**config.mk**
```make
export PLATFORM = sky130hd
export DESIGN_NAME = ddrwl_top
export DESIGN_NICKNAME = d
export VERILOG_FILES = /design/src/rtl/ddrwl_pkg.sv /design/src/rtl/ddrwl_lane_if.sv /design/src/rtl/ddrwl_sync.sv /design/src/rtl/ddrwl_lane.sv /design/src/rtl/ddrwl_top.sv
export VERILOG_INCLUDE_DIRS = /design/src /design/src/rtl
export SDC_FILE = /design/constraint.sdc
export NUM_CORES = 1
export LEC_CHECK = 0
export BUFFER_PORTS_ARGS = -buffer_cell sky130_fd_sc_hd__buf_2
export CAP_MARGIN = 20
export CORE_MARGIN = 3
export CORE_UTILIZATION = 50
export DETAILED_ROUTE_END_ITERATION = 7
export PLACE_DENSITY = 0.79
export SYNTH_ARGS = -nofsm -noshare
export SYNTH_HDL_FRONTEND = slang
export SYNTH_SLANG_ARGS = --single-unit
```
**constraint.sdc**
```tcl
create_clock -name core_clk_i -period 4.65 [get_ports core_clk_i]
set_input_delay 0.2325 -clock core_clk_i [delete_from_list [all_inputs] [get_ports core_clk_i]]
set_output_delay 0.2325 -clock core_clk_i [all_outputs]
set_load 0.005 [all_outputs]
```
**src/rtl/ddrwl_defs.svh**
```systemverilog
// Constants of the write leveling block: register map, fields, resets, timing
`ifndef DDRWL_DEFS_SVH
`define DDRWL_DEFS_SVH
// Core clock rate
`define DDRWL_CLK_MHZ 50
// Lane geometry
`define DDRWL_LANES 2
`define DDRWL_LANE_W 8
// Command pins
`define DDRWL_ADDR_W 14
`define DDRWL_BA_W 2
`define DDRWL_SEL_MODE_REG_1 2'h1
// Mode register 1 fields
`define DDRWL_LEVEL_EN_BIT 7
`define DDRWL_OUT_OFF_BIT 12
`define DDRWL_MODE_REG_1_RST 14'h0000
// Register byte offsets
`define DDRWL_REG_CTRL 4'h0
`define DDRWL_REG_STATUS 4'h4
`define DDRWL_REG_MODE 4'h8
// Control register fields
`define DDRWL_CTRL_W 9
`define DDRWL_TERM_W 3
`define DDRWL_CTRL_NOM_LSB 0
`define DDRWL_CTRL_PARK_LSB 3
`define DDRWL_CTRL_X16_BIT 8
`define DDRWL_CTRL_RST 9'h111
// Status register fields
`define DDRWL_ST_LEVEL_BIT 0
`define DDRWL_ST_OFF_BIT 1
`define DDRWL_ST_UNDEF_BIT 2
`define DDRWL_ST_ILLEGAL_BIT 3
`define DDRWL_ST_FB_LSB 4
// Timing defaults
`define DDRWL_MOD_NCK 24
`define DDRWL_FB_DELAY_NS 100
`endif

```
**src/rtl/ddrwl_pkg.sv**
```systemverilog
// Types shared by the write leveling block
package ddrwl_pkg;
	// Leveling sequence states
	typedef enum logic [1:0] {
		DDRWL_ST_NORMAL,
		DDRWL_ST_LEVEL,
		DDRWL_ST_EXIT
	} ddrwl_state_t;
	// Termination code
	typedef logic [2:0] ddrwl_term_t;
endpackage

```
**src/rtl/ddrwl_lane_if.sv**
```systemverilog
// Carrier between the top and one byte lane sampler
`timescale 1ns/1ps
`default_nettype none
interface ddrwl_lane_if;
	logic dqs_s;
	logic ck_s;
	logic clear;
	logic rise;
	logic fb;
	modport top (output dqs_s, output ck_s, output clear, input rise, input fb);
	modport lane (input dqs_s, input ck_s, input clear, output rise, output fb);
endinterface // ddrwl_lane_if
`default_nettype wire

```
**src/rtl/ddrwl_sync.sv**
```systemverilog
// Two flip-flop synchroniser for pin inputs
`timescale 1ns/1ps
`default_nettype none
module ddrwl_sync #(
	parameter int W = 1
) (
	// Clock and reset
	input wire logic clk_i,
	input wire logic rst_b_i,
	// Data
	input wire logic [W-1:0] d_i,
	output logic [W-1:0] q_o
);
	logic [W-1:0] meta;
	logic [W-1:0] next_meta;
	logic [W-1:0] next_q;

	// Next stage values
	always_comb begin
		next_meta = d_i;
		next_q = meta;
	end

	// Stage registers
	always_ff @(posedge clk_i or negedge rst_b_i) begin
		if (!rst_b_i) begin
			meta <= '0;
			q_o <= '0;
		end else begin
			meta <= next_meta;
			q_o <= next_q;
		end
	end
endmodule // ddrwl_sync
`default_nettype wire

```
**src/rtl/ddrwl_lane.sv**
```systemverilog
// One byte lane: samples CK on each rising strobe while clear is low and holds the result until clear
`timescale 1ns/1ps
`default_nettype none
module ddrwl_lane (
	// Clock and reset
	input wire logic clk_i,
	input wire logic rst_b_i,
	// Lane carrier
	ddrwl_lane_if.lane lif
);
	logic dqs_d;
	logic fb;
	logic rise;
	logic next_dqs_d;
	logic next_fb;
	logic next_rise;

	assign lif.fb = fb;
	assign lif.rise = rise;

	// Strobe edge and feedback value
	always_comb begin
		next_dqs_d = lif.dqs_s;
		next_rise = lif.dqs_s & ~dqs_d;
		next_fb = fb;
		if (lif.clear) begin
			next_fb = 1'b0;
		end else if (next_rise) begin
			next_fb = lif.ck_s;
		end
	end

	// Lane registers
	always_ff @(posedge clk_i or negedge rst_b_i) begin
		if (!rst_b_i) begin
			dqs_d <= 1'b0;
			fb <= 1'b0;
			rise <= 1'b0;
		end else begin
			dqs_d <= next_dqs_d;
			fb <= next_fb;
			rise <= next_rise;
		end
	end
endmodule // ddrwl_lane
`default_nettype wire

```
**src/rtl/ddrwl_top.sv**
```systemverilog
// Write leveling logic of the memory device with its Avalon-MM register slave
// Overview of operation
// - Mode write with level bit set enters leveling
// - Mode write with level bit clear leaves leveling
// - ODT switches strobe termination only, DQ off
// - Output off bit disables DQ buffers
// - DQ driven undefined from leveling entry
// - Exit write applies every mode field
// - Strobe termination applied before strobes driven
// - Rising strobe samples CK onto all DQ
// - DQ bit skew stays within feedback skew
// - No read strobe driven with feedback
// - Each byte lane reports its own strobe
`timescale 1ns/1ps
`default_nettype none
`include "ddrwl_defs.svh"
module ddrwl_top #(
	parameter int LANES = `DDRWL_LANES,
	parameter int LANE_W = `DDRWL_LANE_W,
	parameter int MOD_NCK = `DDRWL_MOD_NCK,
	parameter int FB_DELAY_NS = `DDRWL_FB_DELAY_NS
) (
	// Clock and reset
	input wire logic core_clk_i,
	input wire logic rst_b_i,
	// Avalon-MM register slave
	input wire logic [3:0] avs_address_i,
	input wire logic avs_read_i,
	input wire logic avs_write_i,
	input wire logic [31:0] avs_writedata_i,
	output logic [31:0] avs_readdata_o,
	output logic avs_waitrequest_o,
	// Clock and command pins from the controller
	input wire logic ck_i,
	input wire logic cs_b_i,
	input wire logic ras_b_i,
	input wire logic cas_b_i,
	input wire logic we_b_i,
	input wire logic [`DDRWL_BA_W-1:0] ba_i,
	input wire logic [`DDRWL_ADDR_W-1:0] addr_i,
	input wire logic odt_i,
	// Strobe pins
	input wire logic [LANES-1:0] dqs_t_i,
	input wire logic [LANES-1:0] dqs_c_i,
	output logic [LANES-1:0] dqs_t_o,
	output logic [LANES-1:0] dqs_c_o,
	output logic [LANES-1:0] dqs_oe_o,
	// Data pins and termination
	output logic [LANES*LANE_W-1:0] dq_o,
	output logic [LANES*LANE_W-1:0] dq_oe_o,
	output ddrwl_pkg::ddrwl_term_t dqs_term_o,
	output ddrwl_pkg::ddrwl_term_t dq_term_o
);
	localparam int SW = 8 + `DDRWL_ADDR_W + 2 * LANES;
	localparam int MW = $clog2(MOD_NCK + 1);
	localparam int FB_RAW = FB_DELAY_NS * `DDRWL_CLK_MHZ / 1000;
	localparam int FB_CYC = (FB_RAW < 1) ? 1 : FB_RAW;

	////////////////////////////////////////////////////////////////////////
	// Reset release and pin synchronisers
	logic rst_q1;
	logic rst_b;
	logic [SW-1:0] pins_s;
	logic ck_s, cs_s, ras_s, cas_s, we_s, odt_s;
	logic [`DDRWL_BA_W-1:0] ba_s;
	logic [`DDRWL_ADDR_W-1:0] addr_s;
	logic [LANES-1:0] dqs_t_s;
	logic [LANES-1:0] dqs_c_s;

	// Reset release pipeline
	always_ff @(posedge core_clk_i or negedge rst_b_i) begin
		if (!rst_b_i) begin
			rst_q1 <= 1'b0;
			rst_b <= 1'b0;
		end else begin
			rst_q1 <= 1'b1;
			rst_b <= rst_q1;
		end
	end

	ddrwl_sync #(.W(SW)) u_sync (
		.clk_i(core_clk_i),
		.rst_b_i(rst_b),
		.d_i({ck_i, cs_b_i, ras_b_i, cas_b_i, we_b_i, odt_i, ba_i, addr_i, dqs_t_i, dqs_c_i}),
		.q_o(pins_s)
	);
	assign {ck_s, cs_s, ras_s, cas_s, we_s, odt_s, ba_s, addr_s, dqs_t_s, dqs_c_s} = pins_s;

	////////////////////////////////////////////////////////////////////////
	// Command decode and leveling sequence
	ddrwl_pkg::ddrwl_state_t state, next_state;
	logic ck_d, next_ck_d;
	logic [MW-1:0] mod_cnt, next_mod_cnt;
	logic [`DDRWL_ADDR_W-1:0] mode_reg_1, next_mode_reg_1;
	logic ck_rise;
	logic mode_wr;
	logic illegal_evt;
	logic [LANES-1:0] lane_fb;

	// Mode register set to register 1
	function automatic logic is_mode1_write(input logic cs, input logic ras, input logic cas,
		input logic we, input logic [`DDRWL_BA_W-1:0] ba);
		is_mode1_write = !cs && !ras && !cas && !we && (ba == `DDRWL_SEL_MODE_REG_1);
	endfunction

	assign ck_rise = ck_s & ~ck_d;
	assign mode_wr = ck_rise && is_mode1_write(cs_s, ras_s, cas_s, we_s, ba_s);
	assign illegal_evt = (state == ddrwl_pkg::DDRWL_ST_LEVEL) && ck_rise && !cs_s && !mode_wr;

	// Next sequence state
	always_comb begin
		next_ck_d = ck_s;
		next_state = state;
		next_mod_cnt = mod_cnt;
		next_mode_reg_1 = mode_reg_1;
		if (mode_wr) begin
			next_mode_reg_1 = addr_s;
		end
		case (state)
			ddrwl_pkg::DDRWL_ST_NORMAL: begin
				if (mode_wr && addr_s[`DDRWL_LEVEL_EN_BIT]) begin
					next_state = ddrwl_pkg::DDRWL_ST_LEVEL;
				end
			end
			ddrwl_pkg::DDRWL_ST_LEVEL: begin
				if (mode_wr && !addr_s[`DDRWL_LEVEL_EN_BIT]) begin
					next_state = ddrwl_pkg::DDRWL_ST_EXIT;
					next_mod_cnt = MW'(MOD_NCK);
				end
			end
			ddrwl_pkg::DDRWL_ST_EXIT: begin
				if (mode_wr && addr_s[`DDRWL_LEVEL_EN_BIT]) begin
					next_state = ddrwl_pkg::DDRWL_ST_LEVEL;
				end else if (ck_rise) begin
					if (mod_cnt <= MW'(1)) begin
						next_state = ddrwl_pkg::DDRWL_ST_NORMAL;
						next_mod_cnt = '0;
					end else begin
						next_mod_cnt = MW'(mod_cnt - MW'(1));
					end
				end
			end
			default: begin
				next_state = ddrwl_pkg::DDRWL_ST_NORMAL;
			end
		endcase
	end

	// Sequence registers
	always_ff @(posedge core_clk_i or negedge rst_b) begin
		if (!rst_b) begin
			ck_d <= 1'b0;
			state <= ddrwl_pkg::DDRWL_ST_NORMAL;
			mod_cnt <= '0;
			mode_reg_1 <= `DDRWL_MODE_REG_1_RST;
		end else begin
			ck_d <= next_ck_d;
			state <= next_state;
			mod_cnt <= next_mod_cnt;
			mode_reg_1 <= next_mode_reg_1;
		end
	end

	////////////////////////////////////////////////////////////////////////
	// Byte lane samplers
	// independent lanes
	for (genvar g = 0; g < LANES; g++) begin : g_lane
		ddrwl_lane_if lif ();
		assign lif.dqs_s = dqs_t_s[g] & ~dqs_c_s[g];
		assign lif.ck_s = ck_s;
		assign lif.clear = (state == ddrwl_pkg::DDRWL_ST_NORMAL);
		assign lane_fb[g] = lif.fb;
		ddrwl_lane u_lane (
			.clk_i(core_clk_i),
			.rst_b_i(rst_b),
			.lif(lif.lane)
		);
	end

	////////////////////////////////////////////////////////////////////////
	// Register slave
	logic [`DDRWL_CTRL_W-1:0] ctrl, next_ctrl;
	logic illegal, next_illegal;
	logic [31:0] next_rdata;
	logic next_waitreq;
	logic [31:0] rd_mux;
	logic wr_take;

	// Byte offset match
	function automatic logic is_hit(input logic [3:0] a, input logic [3:0] off);
		is_hit = (a == off);
	endfunction

	assign wr_take = avs_write_i && !avs_waitrequest_o;

	// Read data selection
	always_comb begin
		rd_mux = '0;
		if (is_hit(avs_address_i, `DDRWL_REG_CTRL)) begin
			rd_mux[`DDRWL_CTRL_W-1:0] = ctrl;
		end else if (is_hit(avs_address_i, `DDRWL_REG_STATUS)) begin
			rd_mux[`DDRWL_ST_LEVEL_BIT] = (state == ddrwl_pkg::DDRWL_ST_LEVEL);
			rd_mux[`DDRWL_ST_OFF_BIT] = mode_reg_1[`DDRWL_OUT_OFF_BIT];
			rd_mux[`DDRWL_ST_UNDEF_BIT] = (state == ddrwl_pkg::DDRWL_ST_EXIT);
			rd_mux[`DDRWL_ST_ILLEGAL_BIT] = illegal;
			rd_mux[`DDRWL_ST_FB_LSB +: LANES] = lane_fb;
		end else if (is_hit(avs_address_i, `DDRWL_REG_MODE)) begin
			rd_mux[`DDRWL_ADDR_W-1:0] = mode_reg_1;
		end
	end

	// Next bus state: one wait cycle per request
	always_comb begin
		next_waitreq = !((avs_read_i || avs_write_i) && avs_waitrequest_o);
		next_rdata = avs_readdata_o;
		next_ctrl = ctrl;
		next_illegal = illegal;
		if (avs_read_i && avs_waitrequest_o) begin
			next_rdata = rd_mux;
		end
		if (wr_take && is_hit(avs_address_i, `DDRWL_REG_CTRL)) begin
			next_ctrl = avs_writedata_i[`DDRWL_CTRL_W-1:0];
		end
		if (wr_take && is_hit(avs_address_i, `DDRWL_REG_STATUS) && avs_writedata_i[`DDRWL_ST_ILLEGAL_BIT]) begin
			next_illegal = 1'b0;
		end
		// Event wins over clear
		if (illegal_evt) begin
			next_illegal = 1'b1;
		end
	end

	// Bus registers
	always_ff @(posedge core_clk_i or negedge rst_b) begin
		if (!rst_b) begin
			avs_waitrequest_o <= 1'b1;
			avs_readdata_o <= '0;
			ctrl <= `DDRWL_CTRL_RST;
			illegal <= 1'b0;
		end else begin
			avs_waitrequest_o <= next_waitreq;
			avs_readdata_o <= next_rdata;
			ctrl <= next_ctrl;
			illegal <= next_illegal;
		end
	end

	////////////////////////////////////////////////////////////////////////
	// Pin drivers
	logic [LANES*LANE_W-1:0] next_dq, next_dq_oe;
	ddrwl_pkg::ddrwl_term_t next_dqs_term, next_dq_term, term_sel;
	logic lvl, drive;

	assign lvl = (state == ddrwl_pkg::DDRWL_ST_LEVEL);
	assign drive = lvl || (state == ddrwl_pkg::DDRWL_ST_EXIT);

	// Next pin values
	always_comb begin
		term_sel = odt_s ? ctrl[`DDRWL_CTRL_NOM_LSB +: `DDRWL_TERM_W] : ctrl[`DDRWL_CTRL_PARK_LSB +: `DDRWL_TERM_W];
		next_dqs_term = term_sel;
		next_dq_term = lvl ? '0 : term_sel;
		next_dq = dq_o;
		next_dq_oe = '0;
		for (int l = 0; l < LANES; l++) begin
			if (drive && !mode_reg_1[`DDRWL_OUT_OFF_BIT] && (l == 0 || ctrl[`DDRWL_CTRL_X16_BIT])) begin
				next_dq_oe[l*LANE_W +: LANE_W] = '1;
			end
			if (lvl) begin
				next_dq[l*LANE_W +: LANE_W] = {LANE_W{lane_fb[l]}};
			end
		end
	end

	// Pin registers; strobes never driven
	always_ff @(posedge core_clk_i or negedge rst_b) begin
		if (!rst_b) begin
			dq_o <= '0;
			dq_oe_o <= '0;
			dqs_term_o <= '0;
			dq_term_o <= '0;
			dqs_t_o <= '0;
			dqs_c_o <= '0;
			dqs_oe_o <= '0;
		end else begin
			dq_o <= next_dq;
			dq_oe_o <= next_dq_oe;
			dqs_term_o <= next_dqs_term;
			dq_term_o <= next_dq_term;
			dqs_t_o <= '0;
			dqs_c_o <= '0;
			dqs_oe_o <= '0;
		end
	end
endmodule // ddrwl_top
`default_nettype wire

```
# [Word-level counts from Yosys, hierarchy flattened]
# Cells that the tools add are included.
[word_totals] regBits=136 latchBits=0 ramBits=0 mem_bits_ro=0 in_bits=66 output_inout_bits=77 elab_cells=106 memories=0
[op_classes] n_addsub=1 mul=0 div_mod_pow=0 order_cmp=1 eq_ne=11 shifts=0 n_mux=26 bitwise_logic=10 n_reduce_logical=37
[ops] operator="5-bit 2-to-1 mux" n=5
[ops] operator="8-bit 2-to-1 mux" n=3
[ops] operator="1-bit logical AND" n=18
[ops] operator="14-bit 2-to-1 mux" n=1
[ops] operator="2-bit 2-to-1 mux" n=5
[ops] operator="5-bit one-hot mux with 2 select lines" n=1
[ops] operator="1-bit zero test" n=9
[ops] operator="9-bit 2-to-1 mux" n=1
[ops] operator="4-bit AND reduction" n=2
[ops] operator="2-bit nonzero test" n=4
[ops] operator="1-bit 2-to-1 mux" n=6
[ops] operator="3-bit 2-to-1 mux" n=2
[ops] operator="6-bit 2-to-1 mux" n=1
[ops] operator="3-bit != test (second input constant)" n=2
[ops] operator="2-bit one-hot mux with 3 select lines" n=1
[ops] operator="1-bit bitwise AND" n=5
[ops] operator="5-bit by 1-bit <= comparator with 1-bit output (second input constant)" n=1
[ops] operator="1-bit NOT" n=5
[ops] operator="5-bit by 1-bit subtractor with 5-bit output (second input constant)" n=1
[ops] operator="2-bit by 1-bit equality test with 1-bit output (second input constant)" n=2
[ops] operator="4-bit by 3-bit equality test with 1-bit output (second input constant)" n=1
[ops] operator="4-bit equality test (second input constant)" n=1
[ops] operator="4-bit zero test" n=1
[ops] operator="2-bit by 1-bit != test with 1-bit output (second input constant)" n=2
[ops] operator="other kinds (4)" n=6

# [Longest topological paths before layout]
[depth] ltp_word=9 ltp_mapped=7 depth_no_buf=6

# [Hierarchy]
# A second synthesis with hierarchy kept.
[unflattened] hier_cells=332 hier_area_um2=4504.3
[modules_own_cells] module="ddrwl_top" n_inst=1 cells_each=266 area_per_inst_um2=2990.4 seq_area_each_um2=1481.4
[modules_own_cells] module="ddrwl_sync" n_inst=1 cells_each=52 area_per_inst_um2=1301.2 seq_area_each_um2=1301.2
[modules_own_cells] module="ddrwl_lane" n_inst=2 cells_each=7 area_per_inst_um2=106.4 seq_area_each_um2=75.1

# [Least setup slack after synthesis]
# Ideal clock, no wire load.
[synth_path] path_kind="register to register" startpoint="register state[1]" endpoint="register mod_cnt[0]" setup_time_ps=125 t_arrival_ps=1545 required_time_ps=4525 path_slack_ps=2980 stages_incl_launch_ff=8 n_path_buf=1 period_less_slack_ps=1670 cell_sequence="dfrtp_1 > inv_1 > ha_1 > inv_1 > a21o_1 > and3_1 > buf_6 > mux2_4"
[synth_via] elab_chain_cells=3 word_cells_on_any_way=8 classes_between="5 x eq/ne; 1 x mux; 2 x reduce/logical"
[synth_rtl] item="from (decl)" line_no="ddrwl_top.sv:91" source="ddrwl_pkg::ddrwl_state_t state, next_state;"
[synth_rtl] item="from (signal assigned)" line_no="ddrwl_top.sv:153" source="state <= ddrwl_pkg::DDRWL_ST_NORMAL;"
[synth_rtl] item="from (signal assigned)" line_no="ddrwl_top.sv:158" source="state <= next_state;"
[synth_rtl] item="2-bit equality test / 2-bit by 1-bit equality test with 1-bit output (equally long branches)" line_no="ddrwl_top.sv:119" source="case (state)"
[synth_rtl] item="2-bit != test (no line) (tied with other cells)"
[synth_rtl] item="4-bit AND reduction (no line)"
[synth_rtl] item="to (signal assigned)" line_no="ddrwl_top.sv:159" source="mod_cnt <= next_mod_cnt;"
[synth_rtl] item="to (decl)" line_no="ddrwl_top.sv:93" source="logic [MW-1:0] mod_cnt, next_mod_cnt;"
# Several ways; a longest one is shown, not always the timed one.
# A chain may end at the register's enable or synchronous reset.

# [Worst setup path after layout]
[layout_path] startpoint="register u_sync.q_o[23]" endpoint="register mode_reg_1[12]"
[layout_via] elab_chain_cells=6
[layout_rtl] item="from (decl)" line_no="ddrwl_sync.sv:12" source="output logic [W-1:0] q_o"
[layout_rtl] item="from (signal assigned)" line_no="ddrwl_sync.sv:31" source="q_o <= next_q;"
[layout_rtl] item="1-bit zero test" line_no="ddrwl_top.sv:103" source="is_mode1_write = !cs && !ras && !cas && !we && (ba == `DDRWL_SEL_MODE_REG_1);"
[layout_rtl] item="1-bit logical AND (4 in series)" line_no="ddrwl_top.sv:103"
[layout_rtl] item="1-bit logical AND" line_no="ddrwl_top.sv:107" source="assign mode_wr = ck_rise && is_mode1_write(cs_s, ras_s, cas_s, we_s, ba_s);"
[layout_rtl] item="to (signal assigned)" line_no="ddrwl_top.sv:155" source="mode_reg_1 <= `DDRWL_MODE_REG_1_RST;"
[layout_rtl] item="to (signal assigned)" line_no="ddrwl_top.sv:160" source="mode_reg_1 <= next_mode_reg_1;"
[layout_rtl] item="to (decl)" line_no="ddrwl_top.sv:94" source="logic [`DDRWL_ADDR_W-1:0] mode_reg_1, next_mode_reg_1;"
# No other way between the ends.

==> reports/qor.txt <==
via/cell ratio -> 4.870
GPL Wtd Cong -> 0.7795
DIE AREA -> 10150 µm²
clk_lat worst skew -> 0.51 ns
boundary pin count -> 143
power per cell area -> 521.6 nW/µm²
area grow syn2layout -> 27.90%
Hold WC Path Type -> in -> async
largest area contributor in the netlist -> dfrtp_1
register area share after synthesis -> 0.6421
Yosys reg bits -> 115
# fillers -> 572
Core Area -> 8464 µm²
Fin. Hold Viols -> 0
largest net degree at the start of global routing -> 70
setup TNS -> 0 ns
Die X -> 100.8 µm
share of the synthesized area in the top cell type -> 0.6187
Routed Antenna Nets -> 0
CTS Root Cell -> clkbuf_8
drt drc -> 0
total wire length -> 8.265 mm
largest vdd supply drop -> 0.0003131 V
Mapped Area -> 4489 µm²
worst-path fanout max -> 14
final setup skew -> 0.006165 ns
Rel. slew slack -> 0.4454
count leader, synth -> dfrtp_1
layout cell share with drive strength beyond 1 -> 0.3433
Final Cycle Share -> 0.4143
fin nets -> 528
footprint of the multi-input gates -> 1244 µm²
Vias -> 2800
worst slew pin tran -> 0.8298 ns
kind of cell adding the most delay to the critical path -> simple AND/OR/NAND/NOR gates
Req. time, crit path -> 5.03 ns
Finished Core Util -> 0.6783
Core Rows -> 33
initial antenna violation count -> 1
Reg clk slew, reported paths -> 0.06 ns
top cells by area, synth -> dfrtp_1 62%, buf_4 8.7%, mux2_2 4.5%
CTS tree -> done
CP max stage cell -> nor4b_2
status -> finished, final reports clean
WP data arrival -> 2.31 ns
CTS sink count -> 115
Sequential cell area -> 2887 µm²
Yosys cell types -> 41
# port buffers -> 95
Critical Path Start Type -> register
Avg Cell Area, Syn -> 13.32 µm²
clk buf depth -> 2
clock buffer count from CTS -> 17
top_reg_cell synth -> dfrtp_1
Overflow after GRT -> 0
synth cell count leaders -> 111 x dfrtp_1, 52 x buf_4, 27 x nand2_1
EDFF count, synth -> 0
Async SR Flop Fraction -> 1.000
setup bufs post-CTS -> 0
Initial Util -> 0.5304
fmax -> 0.5191 GHz
H-tree levels -> 4
Critical path buffers and inverters -> 0
Synthesis Warnings -> 0
Final Setup Violations -> 0
first-pass GRT wire length -> 13.31 mm
worst-path cell chain -> nor4b_2, nand2_1, mux2_1
Die H -> 100.8 µm
fin crit period -> 1.927 ns
CP Class -> reg -> reg
dpl hpwl -> 5.389 mm
unrepaired setup endpoints after global routing -> no
GRT Util Overall -> 0.1741
DR pass1 iterations -> 4
Max-Cap Viols -> 0
final hold slack -> 0.05215 ns
routed len/inst -> 14.37 µm
Pins Over Slew Limit -> 0
DRT iter0 DRCs -> 107
Leak Pwr -> 2.867 nW
Crit. End Element -> register
vias in the first global route -> 2824
post-synthesis instance total -> 337
Worst path max stage delay -> 0.48 ns
==> layout by cell type (no fill, tap or decap), types with 2 or more instances in the layout <==
cell type      count
dfrtp_1          110
buf_2             95
dlygate4sd3_1     38
nand2_1           27
conb_1            25
mux2_2            18
clkbuf_16         16
o21ai_1           14
nor2_1            11
mux2_1            10
nand2b_1           8
a22o_1             8
inv_6              8
inv_1              7
nor2b_1            7
o21ai_0            7
ha_1               6
and2_1             5
nand4_1            4
dfstp_2            4
a22oi_1            3
mux2i_1            3
clkinv_4           3
nor4b_2            2
nand3_1            2
a31oi_1            2
nor3_1             2
mux2_4             2
bufinv_16          2
clkinv_2           2
==> worst paths after layout <==
path | start | endpoint | slack [ns] | depth (start not counted)
min | rst_b_i | rst_b | 0.05 | 2
max in group asynchronous | rst_b | mod_cnt[0] | 3.14 | 1
max reg2reg | u_sync.q_o[23] | mode_reg_1[12] | 2.72 | 3
min in group core_clk_i | avs_address_i[1] | avs_readdata_o[12] | 0.14 | 4
max | u_sync.q_o[23] | mode_reg_1[12] | 2.72 | 3
min reg2reg | u_sync.meta[23] | u_sync.q_o[23] | 0.35 | 0
==> cell families after synthesis <==
| group | Yosys count | share of synthesized area |
|---|---|---|
| DFF | 115 | 0.6421 |
| and+or+nand+nor | 73 | 0.09030 |
| buffers and inverters | 65 | 0.1001 |
| AOI/OAI and AO/OA | 43 | 0.06550 |
| muxes | 33 | 0.08361 |
| adders and majority gates | 6 | 0.01672 |
| other | 2 | 0.001673 |
==> layer usage <==
layer / global-route usage / part of all wire
met5: 0 / 0
met4: 0.08705 / 0.013
met3: 0.06021 / 0.073
met2: 0.2866 / 0.52
met1: 0.2019 / 0.40
==> through the flow <==
stage / area, µm² / std cells / power (mW) / setup WS [ns]
CTS: 5732 / 573 / 3.028 / 2.698
floorplan: 4576 / 360 / 1.656 / 1.216
global route: 5742 / 575 / 3.145 / 2.577
global placement: 4771 / 503 / 1.713 / 2.755
detailed placement: 4771 / 503 / 1.739 / 2.737
finish: 5742 / 575 / 2.995 / 2.723
==> report_power, final <==
part	total [mW]	leakage, nW	switching, mW	internal, mW
Combinational	0.523	1.15	0.252	0.271
Clock	1.25	0.289	0.471	0.774
Sequential	1.23	1.42	0.102	1.13
==> timing repair <==
action,in CTS,in global routing
endpoints found under the hold margin,38,0
gates resized for setup,0,0
hold buffers,38,0
==> flip-flops by register name (all words and copies together), names as in the netlist, 2 cells and up <==
name	count
dq_o	2
ctrl	9
dq_term_o	3
u_sync.meta	26
state	2
mode_reg_1	14
avs_readdata_o	14
mod_cnt	5
dqs_term_o	3
g_lane.u_lane.dqs_d	2
dq_oe_o	2
g_lane.u_lane.lif.fb	2
u_sync.q_o	26
==> layout make-up <==
| cell class | instances | share of cell area |
|---|---|---|
| Clock inverter | 15 | 0.02898 |
| Antenna cell | 1 | 0.0004358 |
| Sequential cell | 115 | 0.5027 |
| Timing Repair Buffer | 135 | 0.1517 |
| Inverter | 7 | 0.004576 |
| Clock buffer | 17 | 0.07213 |
| Multi-Input combinational cell | 180 | 0.2166 |
| Tap cell | 105 | 0.02288 |
No activity file was read; power rests on OpenSTA's default activity.
